[config.mk]
export PLATFORM = sky130hd
export DESIGN_NAME = rics_ctrl
export DESIGN_NICKNAME = d
export VERILOG_FILES = /design/src/pkg/rics_pkg.sv /design/src/logic/rics_ctrl.sv /design/src/logic/rics_pulse_gen.sv
export VERILOG_INCLUDE_DIRS = /design/src /design/src/pkg
export SDC_FILE = /design/constraint.sdc
export NUM_CORES = 1
export LEC_CHECK = 0
export ABC_AREA = 1
export BUFFER_PORTS_ARGS = -buffer_cell sky130_fd_sc_hd__buf_4
export CORE_MARGIN = 1.5
export CORE_UTILIZATION = 54
export DETAILED_ROUTE_END_ITERATION = 8
export HOLD_SLACK_MARGIN = 0.06
export PLACE_DENSITY = 0.78
export SKIP_LAST_GASP = 1
export SLEW_MARGIN = 20
export SYNTH_ARGS = -nofsm -noshare
export SYNTH_HDL_FRONTEND = slang
export SYNTH_SLANG_ARGS = --single-unit
[constraint.sdc]
create_clock -name sys_clk -period 1.5 [get_ports sys_clk]
set_input_delay 0.15 -clock sys_clk [delete_from_list [all_inputs] [get_ports sys_clk]]
set_output_delay 0.15 -clock sys_clk [all_outputs]
set_load 0.02 [all_outputs]
[src/pkg/rics_map.svh]
/*
 Offsets, field positions, reset value and timing counts of the interrupt control byte.
 Assumes inclusion by bare name from the package and design files.
*/
`ifndef RICS_MAP_SVH
`define RICS_MAP_SVH
`define RICS_REG_OFFSET      4'h1
`define RICS_RESET_VALUE     8'h80
`define RICS_BIT_RSVD_HI     7
`define RICS_BIT_RSVD_LO     5
`define RICS_BIT_PULSE_SEL   4
`define RICS_BIT_ALARM_FLAG  3
`define RICS_BIT_CD_FLAG     2
`define RICS_BIT_ALARM_IE    1
`define RICS_BIT_CD_IE       0
`define RICS_PULSE_NS        64
`define RICS_CLK_NS          4
`define RICS_PULSE_CYCLES    ((`RICS_PULSE_NS + `RICS_CLK_NS - 1) / `RICS_CLK_NS)
`endif

[src/pkg/rics_pkg.sv]
/*
 Types of the interrupt control byte.
 Assumes rics_map.svh is on the include path.
*/
`include "rics_map.svh"
package rics_pkg;
   typedef struct packed {
      logic [2:0] reserved;
      logic       timer_irq_pulse_select;
      logic       alarm_flag;
      logic       countdown_flag;
      logic       alarm_irq_enable;
      logic       countdown_irq_enable;
   } rics_ctrl_s;

   typedef struct packed {
      logic       wr;
      logic       rd;
      logic [3:0] addr;
      logic [7:0] wdata;
   } rics_req_s;

   typedef enum logic [1:0] {
      RICS_IDLE  = 2'b01,
      RICS_PULSE = 2'b10
   } rics_pstate_e;
endpackage : rics_pkg

[src/logic/rics_ctrl.sv]
/*
 Interrupt control and status byte of the clock, with the interrupt output.
 Assumes the serial port front end delivers one-cycle read/write strobes on sys_clk,
 and that alarm and countdown events are one-cycle pulses on sys_clk.
*/
`timescale 1ns/1ns
`include "rics_map.svh"
// How it works
// - With pulse select at zero the timer interrupt follows the countdown flag as a level.
// - With pulse select at one each countdown interrupt shows as a short pulse.
// - The alarm flag holds at one after an alarm until the host writes zero to it.
// - The countdown flag sets on each countdown interrupt and reads zero before any.
// - The two enables gate alarm and timer sources onto the output and reset to zero.
module rics_ctrl
   import rics_pkg::*;
#(
   parameter int PULSE_CYCLES = `RICS_PULSE_CYCLES
) (
   input  wire logic       sys_clk,
   input  wire logic       rst,
   input  rics_req_s       req,
   output logic [7:0]      rdata,
   input  wire logic       alarm_event,
   input  wire logic       countdown_event,
   output logic            irq
);
   // The pulse counter is eight bits wide
   if (PULSE_CYCLES < 1 || PULSE_CYCLES > 255) begin : g_bad_pulse
      $error("PULSE_CYCLES must be 1 to 255");
   end

   rics_ctrl_s ctrl;
   rics_ctrl_s next_ctrl;
   logic [7:0] next_rdata;
   logic       sel;
   logic       tpulse;
   logic       timer_src;

   assign sel = (req.addr == `RICS_REG_OFFSET);

   always_comb begin
      next_ctrl  = ctrl;
      next_rdata = rdata;
      if (req.wr && sel) begin
         // Reserved bits stored as written; the host clears bit 7 itself
         next_ctrl.reserved               = req.wdata[`RICS_BIT_RSVD_HI:`RICS_BIT_RSVD_LO];
         next_ctrl.timer_irq_pulse_select = req.wdata[`RICS_BIT_PULSE_SEL];
         next_ctrl.alarm_irq_enable       = req.wdata[`RICS_BIT_ALARM_IE];
         next_ctrl.countdown_irq_enable   = req.wdata[`RICS_BIT_CD_IE];
         // Flags only clear on a written zero
         next_ctrl.alarm_flag     = ctrl.alarm_flag & req.wdata[`RICS_BIT_ALARM_FLAG];
         next_ctrl.countdown_flag = ctrl.countdown_flag & req.wdata[`RICS_BIT_CD_FLAG];
      end
      // Set wins over a clear in the same cycle
      if (alarm_event) next_ctrl.alarm_flag = 1'b1;
      if (countdown_event) next_ctrl.countdown_flag = 1'b1;
      if (req.rd) begin
         next_rdata = sel ? ctrl : 8'h00;
      end
   end

   always_ff @(posedge sys_clk or posedge rst) begin
      if (rst) begin
         ctrl  <= `RICS_RESET_VALUE;
         rdata <= 8'h00;
      end else begin
         ctrl  <= next_ctrl;
         rdata <= next_rdata;
      end
   end

   rics_pulse_gen #(
      .WIDTH   (PULSE_CYCLES)
   ) u_pulse (
      .sys_clk (sys_clk),
      .rst     (rst),
      .trigger (countdown_event),
      .pulse   (tpulse)
   );

   // Pulse mode does not wait for the flag to clear
   assign timer_src = ctrl.timer_irq_pulse_select ? tpulse : ctrl.countdown_flag;
   assign irq = (ctrl.alarm_flag & ctrl.alarm_irq_enable)
              | (timer_src & ctrl.countdown_irq_enable);

   property p_alarm_hold;
      @(posedge sys_clk) disable iff (rst)
      ctrl.alarm_flag && !(req.wr && sel && !req.wdata[`RICS_BIT_ALARM_FLAG])
         |=> ctrl.alarm_flag;
   endproperty
   a_alarm_hold: assert property (p_alarm_hold) else $error("alarm flag dropped");

   property p_cd_set;
      @(posedge sys_clk) disable iff (rst)
      countdown_event |=> ctrl.countdown_flag;
   endproperty
   a_cd_set: assert property (p_cd_set) else $error("countdown flag not set");

   property p_level;
      @(posedge sys_clk) disable iff (rst)
      !ctrl.timer_irq_pulse_select && ctrl.countdown_irq_enable && !ctrl.alarm_irq_enable
         |-> irq == ctrl.countdown_flag;
   endproperty
   a_level: assert property (p_level) else $error("level mode mismatch");

   property p_pulse;
      @(posedge sys_clk) disable iff (rst)
      ctrl.timer_irq_pulse_select && ctrl.countdown_irq_enable && countdown_event
         && !(req.wr && sel)
         |=> irq;
   endproperty
   a_pulse: assert property (p_pulse) else $error("no timer pulse");

   property p_mask;
      @(posedge sys_clk) disable iff (rst)
      !ctrl.alarm_irq_enable && !ctrl.countdown_irq_enable |-> !irq;
   endproperty
   a_mask: assert property (p_mask) else $error("irq while disabled");

   property p_write_one;
      @(posedge sys_clk) disable iff (rst)
      req.wr && sel && req.wdata[`RICS_BIT_CD_FLAG] && !countdown_event
         |=> ctrl.countdown_flag == $past(ctrl.countdown_flag);
   endproperty
   a_write_one: assert property (p_write_one) else $error("flag changed by one");

   // An alarm event always sets the alarm flag in the next cycle
   property p_alarm_set;
      @(posedge sys_clk) disable iff (rst)
      alarm_event
         |=> ctrl.alarm_flag;
   endproperty
   a_alarm_set: assert property (p_alarm_set) else $error("alarm flag not set");

   property p_alarm_clear;
      @(posedge sys_clk) disable iff (rst)
      req.wr && sel && !req.wdata[`RICS_BIT_ALARM_FLAG] && !alarm_event
         |=> !ctrl.alarm_flag;
   endproperty
   a_alarm_clear: assert property (p_alarm_clear) else $error("alarm flag not cleared");

   property p_alarm_keep;
      @(posedge sys_clk) disable iff (rst)
      req.wr && sel && req.wdata[`RICS_BIT_ALARM_FLAG] && !alarm_event
         |=> ctrl.alarm_flag == $past(ctrl.alarm_flag);
   endproperty
   a_alarm_keep: assert property (p_alarm_keep) else $error("alarm flag changed by one");

   property p_alarm_quiet;
      @(posedge sys_clk) disable iff (rst)
      !ctrl.alarm_flag && !alarm_event
         |=> !ctrl.alarm_flag;
   endproperty
   a_alarm_quiet: assert property (p_alarm_quiet) else $error("alarm flag rose alone");

   property p_cd_quiet;
      @(posedge sys_clk) disable iff (rst)
      !ctrl.countdown_flag && !countdown_event
         |=> !ctrl.countdown_flag;
   endproperty
   a_cd_quiet: assert property (p_cd_quiet) else $error("countdown flag rose alone");

   property p_cd_clear;
      @(posedge sys_clk) disable iff (rst)
      req.wr && sel && !req.wdata[`RICS_BIT_CD_FLAG] && !countdown_event
         |=> !ctrl.countdown_flag;
   endproperty
   a_cd_clear: assert property (p_cd_clear) else $error("countdown flag not cleared");

   property p_enables_write;
      @(posedge sys_clk) disable iff (rst)
      req.wr && sel
         |=> ctrl.alarm_irq_enable == $past(req.wdata[`RICS_BIT_ALARM_IE])
             && ctrl.countdown_irq_enable == $past(req.wdata[`RICS_BIT_CD_IE]);
   endproperty
   a_enables_write: assert property (p_enables_write) else $error("enables not stored");

   property p_select_write;
      @(posedge sys_clk) disable iff (rst)
      req.wr && sel
         |=> ctrl.timer_irq_pulse_select == $past(req.wdata[`RICS_BIT_PULSE_SEL]);
   endproperty
   a_select_write: assert property (p_select_write) else $error("select not stored");

   property p_alarm_gate;
      @(posedge sys_clk) disable iff (rst)
      ctrl.alarm_flag && ctrl.alarm_irq_enable
         |-> irq;
   endproperty
   a_alarm_gate: assert property (p_alarm_gate) else $error("alarm irq missing");

   property p_timer_off;
      @(posedge sys_clk) disable iff (rst)
      !ctrl.countdown_irq_enable && !(ctrl.alarm_flag && ctrl.alarm_irq_enable)
         |-> !irq;
   endproperty
   a_timer_off: assert property (p_timer_off) else $error("timer irq while disabled");

   property p_alarm_level;
      @(posedge sys_clk) disable iff (rst)
      !ctrl.timer_irq_pulse_select && ctrl.alarm_irq_enable && ctrl.countdown_irq_enable
         |-> irq == (ctrl.alarm_flag | ctrl.countdown_flag);
   endproperty
   a_alarm_level: assert property (p_alarm_level) else $error("combined level wrong");

   // In pulse mode a set countdown flag alone must not hold the output
   property p_pulse_only;
      @(posedge sys_clk) disable iff (rst)
      ctrl.timer_irq_pulse_select && !tpulse && !(ctrl.alarm_flag && ctrl.alarm_irq_enable)
         |-> !irq;
   endproperty
   a_pulse_only: assert property (p_pulse_only) else $error("timer irq held as level");

   property p_pulse_on;
      @(posedge sys_clk) disable iff (rst)
      ctrl.timer_irq_pulse_select && ctrl.countdown_irq_enable && tpulse
         |-> irq;
   endproperty
   a_pulse_on: assert property (p_pulse_on) else $error("timer pulse not shown");

   property p_read_back;
      @(posedge sys_clk) disable iff (rst)
      req.rd && sel
         |=> rdata == $past(ctrl);
   endproperty
   a_read_back: assert property (p_read_back) else $error("read data wrong");
endmodule : rics_ctrl

[src/logic/rics_pulse_gen.sv]
/*
 Stretches a one-cycle countdown event into a fixed-width interrupt pulse.
 Assumes the event input is on sys_clk.
*/
`timescale 1ns/1ns
`include "rics_map.svh"
module rics_pulse_gen
   import rics_pkg::*;
#(
   parameter int WIDTH = `RICS_PULSE_CYCLES
) (
   input  wire logic sys_clk,
   input  wire logic rst,
   input  wire logic trigger,
   output logic      pulse
);
   // The counter is eight bits wide, so longer pulses are refused
   if (WIDTH < 1 || WIDTH > 255) begin : g_bad_width
      $error("WIDTH out of range");
   end

   rics_pstate_e state;
   rics_pstate_e next_state;
   logic [7:0]   cnt;
   logic [7:0]   next_cnt;

   always_comb begin
      next_state = state;
      next_cnt   = cnt;
      case (state)
         RICS_IDLE: begin
            if (trigger) begin
               next_state = RICS_PULSE;
               next_cnt   = 8'(WIDTH - 1);
            end
         end
         RICS_PULSE: begin
            if (trigger) begin
               next_cnt = 8'(WIDTH - 1);
            end else if (cnt == 8'h00) begin
               next_state = RICS_IDLE;
            end else begin
               next_cnt = cnt - 8'h01;
            end
         end
         default: begin
            next_state = RICS_IDLE;
            next_cnt   = 8'h00;
         end
      endcase
   end

   always_ff @(posedge sys_clk or posedge rst) begin
      if (rst) begin
         state <= RICS_IDLE;
         cnt   <= 8'h00;
      end else begin
         state <= next_state;
         cnt   <= next_cnt;
      end
   end

   assign pulse = (state == RICS_PULSE);

   property p_pulse_start;
      @(posedge sys_clk) disable iff (rst)
      trigger
         |=> pulse && (cnt == 8'(WIDTH - 1));
   endproperty
   a_pulse_start: assert property (p_pulse_start) else $error("pulse did not start");

   property p_pulse_stop;
      @(posedge sys_clk) disable iff (rst)
      pulse && (cnt == 8'h00) && !trigger
         |=> !pulse;
   endproperty
   a_pulse_stop: assert property (p_pulse_stop) else $error("pulse did not end");
endmodule : rics_pulse_gen

==> metrics.txt <==
Root Buffer clkbuf_4; DRT Wirelength 3210 um; Final Hold Viols 0; CTS HTree Levels 1; placed cell count 237; antenna cell count 0; power density over the cells 1450 nW/um^2; GRT Total Usage 0.259; drt initial violations 44; final period demand of the worst path 1.66 ns; Hold WC Path Type input pin to flop; Post-synth EDFFs 0; via count 1283; Fill cells 193; status finished with violations; Post-synth ARST share 1.00; CTS tree yes; DRT antenna net count 0; Worst setup EP type output port; CORE AREA 2450 sq um; Mapped Nets 202; Die Ht 53.5 um; setup ws final -0.157 ns; #FFs+latches synth 26; P&R area growth vs syn 31.2%; CP Launch Type flop; failing checks negative setup slack; FMAX 0.604 GHz; CP required 1.35 ns; 1st-pass router iterations 4; first-pass GRT wire length 5260 um; Slew Viols, Final 0; Peak VDD IR 1150 uV; Cells after Synth 180; Least-Margin Pin Slew 0.329 ns; P_leak 0.934 nW; synth unique cells 21; io pins 27; Clk pin slew, worst setup/hold paths 0.14 ns; mean number of vias per cell 5.07; Crit Path Category flop to output port; Initial Util 0.561; # clock sinks 26; CTS Buf Count 3; DIE AREA 2860 sq um; Final #Nets 246; drt wl/cell 12.7 um; DP HPWL 2230 um; Post-Route Skew 0.00718 ns; top_reg_cell synth dfrtp_1; vias in the first global route 1204; Clock Path Buffers 2; Max Cap Viol 0; Worst Path Arrival 1.51 ns; sequential area share after synthesis 0.474; later-pin clock latency in the skew report 0.33 ns; GPL Wtd Cong 0.795; worst-path maximum fanout 2; initial antenna violation count 0; Post-DP Area 1620 sq um; final setup vio count 1; Residual DRC 0; pin count of the biggest net entering global routing 27; final instance area 1810 sq um; Max-Slew Margin vs Limit 0.781; I/O Buffers 26; grt ovf 0; Tcrit/Tclk final 1.10; share of cells above drive strength 1 0.251; Syn Std Cell Area 1380 sq um; RSZ-0062 raised after global routing true; row cnt 18; Ys Warns 0; Non-Filler Instances 253; Avg Inst Size Synth 7.65 sq um; Die Wd 53.5 um
## Yosys cell counts, types with 3 or more instances
| master | instances | share of area |
|---|---|---|
| nor2_1 | 11 | 0.030 |
| ha_1 | 4 | 0.036 |
| inv_1 | 24 | 0.065 |
| inv_2 | 5 | 0.014 |
| nand3_1 | 16 | 0.058 |
| o21ai_1 | 3 | 0.011 |
| o21ai_0 | 15 | 0.054 |
| dfrtp_1 | 24 | 0.44 |
| nand2_1 | 61 | 0.17 |
## final cells by class
| cell class | instances | area [sq um] | share of cell area |
|---|---|---|---|
| clock buffers | 4 | 36.3 | 0.0201 |
| well taps | 30 | 37.5 | 0.0208 |
| multi-input cells | 124 | 639 | 0.354 |
| flip-flops and latches | 26 | 653 | 0.361 |
| inverters | 29 | 111 | 0.0616 |
| repair buffers | 40 | 329 | 0.182 |
## through the flow
step | hold WS, ns | setup TNS [ns] | total power, mW | util | setup slack (ns)
floorplan | 0.189 | 0 | 1.79 | - | 0.140
CTS | 0.0933 | -0.149 | 2.56 | 0.730 | -0.149
finish | 0.0954 | -0.157 | 2.62 | 0.736 | -0.157
global route | 0.115 | -0.421 | 2.83 | 0.736 | -0.259
detailed placement | 0.235 | 0 | 2.08 | 0.661 | 0.0423
global placement | 0.226 | 0 | 2.00 | 0.661 | 0.126
## flip-flops by register name, indices dropped and copies added (netlist names)
signal	count
u_pulse.state	2
u_pulse.cnt	8
rdata	8
ctrl	8
## final timing paths
check	cells after the start	to	startpoint	slack (ns)
min in group asynchronous	4	rdata[3]	rst	0.41
worst max register to register	10	u_pulse.cnt[2]	u_pulse.state[0]	0.01
max in group asynchronous	4	u_pulse.state[0]	rst	0.79
worst min register to register	2	ctrl[7]	ctrl[7]	0.49
worst max-delay path	7	irq	u_pulse.state[0]	-0.16
worst min-delay path	2	rdata[0]	req[12]	0.1
## where the power goes
| part | switching [mW] | internal [mW] |
|---|---|---|
| Clock | 0.218 | 0.149 |
| Combinational | 0.779 | 0.512 |
| Sequential | 0.121 | 0.839 |
| Total | 1.12 | 1.50 |
## cell families (layout without fill, tap and decap cells)
family | count (synthesis) | in the layout | synth area share
AND/OR/NAND/NOR | 97 | 97 | 0.317
flip-flops | 26 | 26 | 0.474
XOR/XNOR | 1 | 1 | 0.00636
AO/OA/AOI/OAI | 22 | 22 | 0.0845
adder cells (fa/ha/maj) | 4 | 4 | 0.0363
buffers and inverters | 30 | 73 | 0.0817
## what timing repair did
item,CTS,global route
setup buffers,2,0
endpoints found under the hold margin,32,0
resized for setup,5,5
pin swaps,1,2
setup endpoints to repair,2,10
hold buffers,10,0
## layer usage
metal  wire (um)  vias up  part of all wire  GRT usage
li1            -      649                 -          -
met1        1370      573              0.43      0.339
met2        1570       55              0.49      0.418
met3         214        6             0.067     0.0565
met4          53        0             0.017     0.0983
met5           0        -                 0          0
## layout by cell type (no fill, tap or decap), types with 3 or more instances in the layout
cell type,netlist,routed
nand2_1,61,60
buf_4,0,29
dfrtp_1,24,24
inv_1,24,22
nand3_1,16,15
o21ai_0,15,15
nor2_1,11,10
dlygate4sd3_1,0,10
inv_2,5,6
nor2_4,2,3
nand2_2,2,3
o21ai_1,3,3
ha_1,4,3
clkbuf_4,0,3
## critical path, stage by stage (launching register included)
cell and delay (ns):
dfstp_2 0.57, inv_2 0.05, ha_4 0.16, inv_4 0.06
nand2_2 0.05, o211ai_1 0.08, nand2_1 0.08, buf_6 0.13
Power figures use the tool's default switching activity.
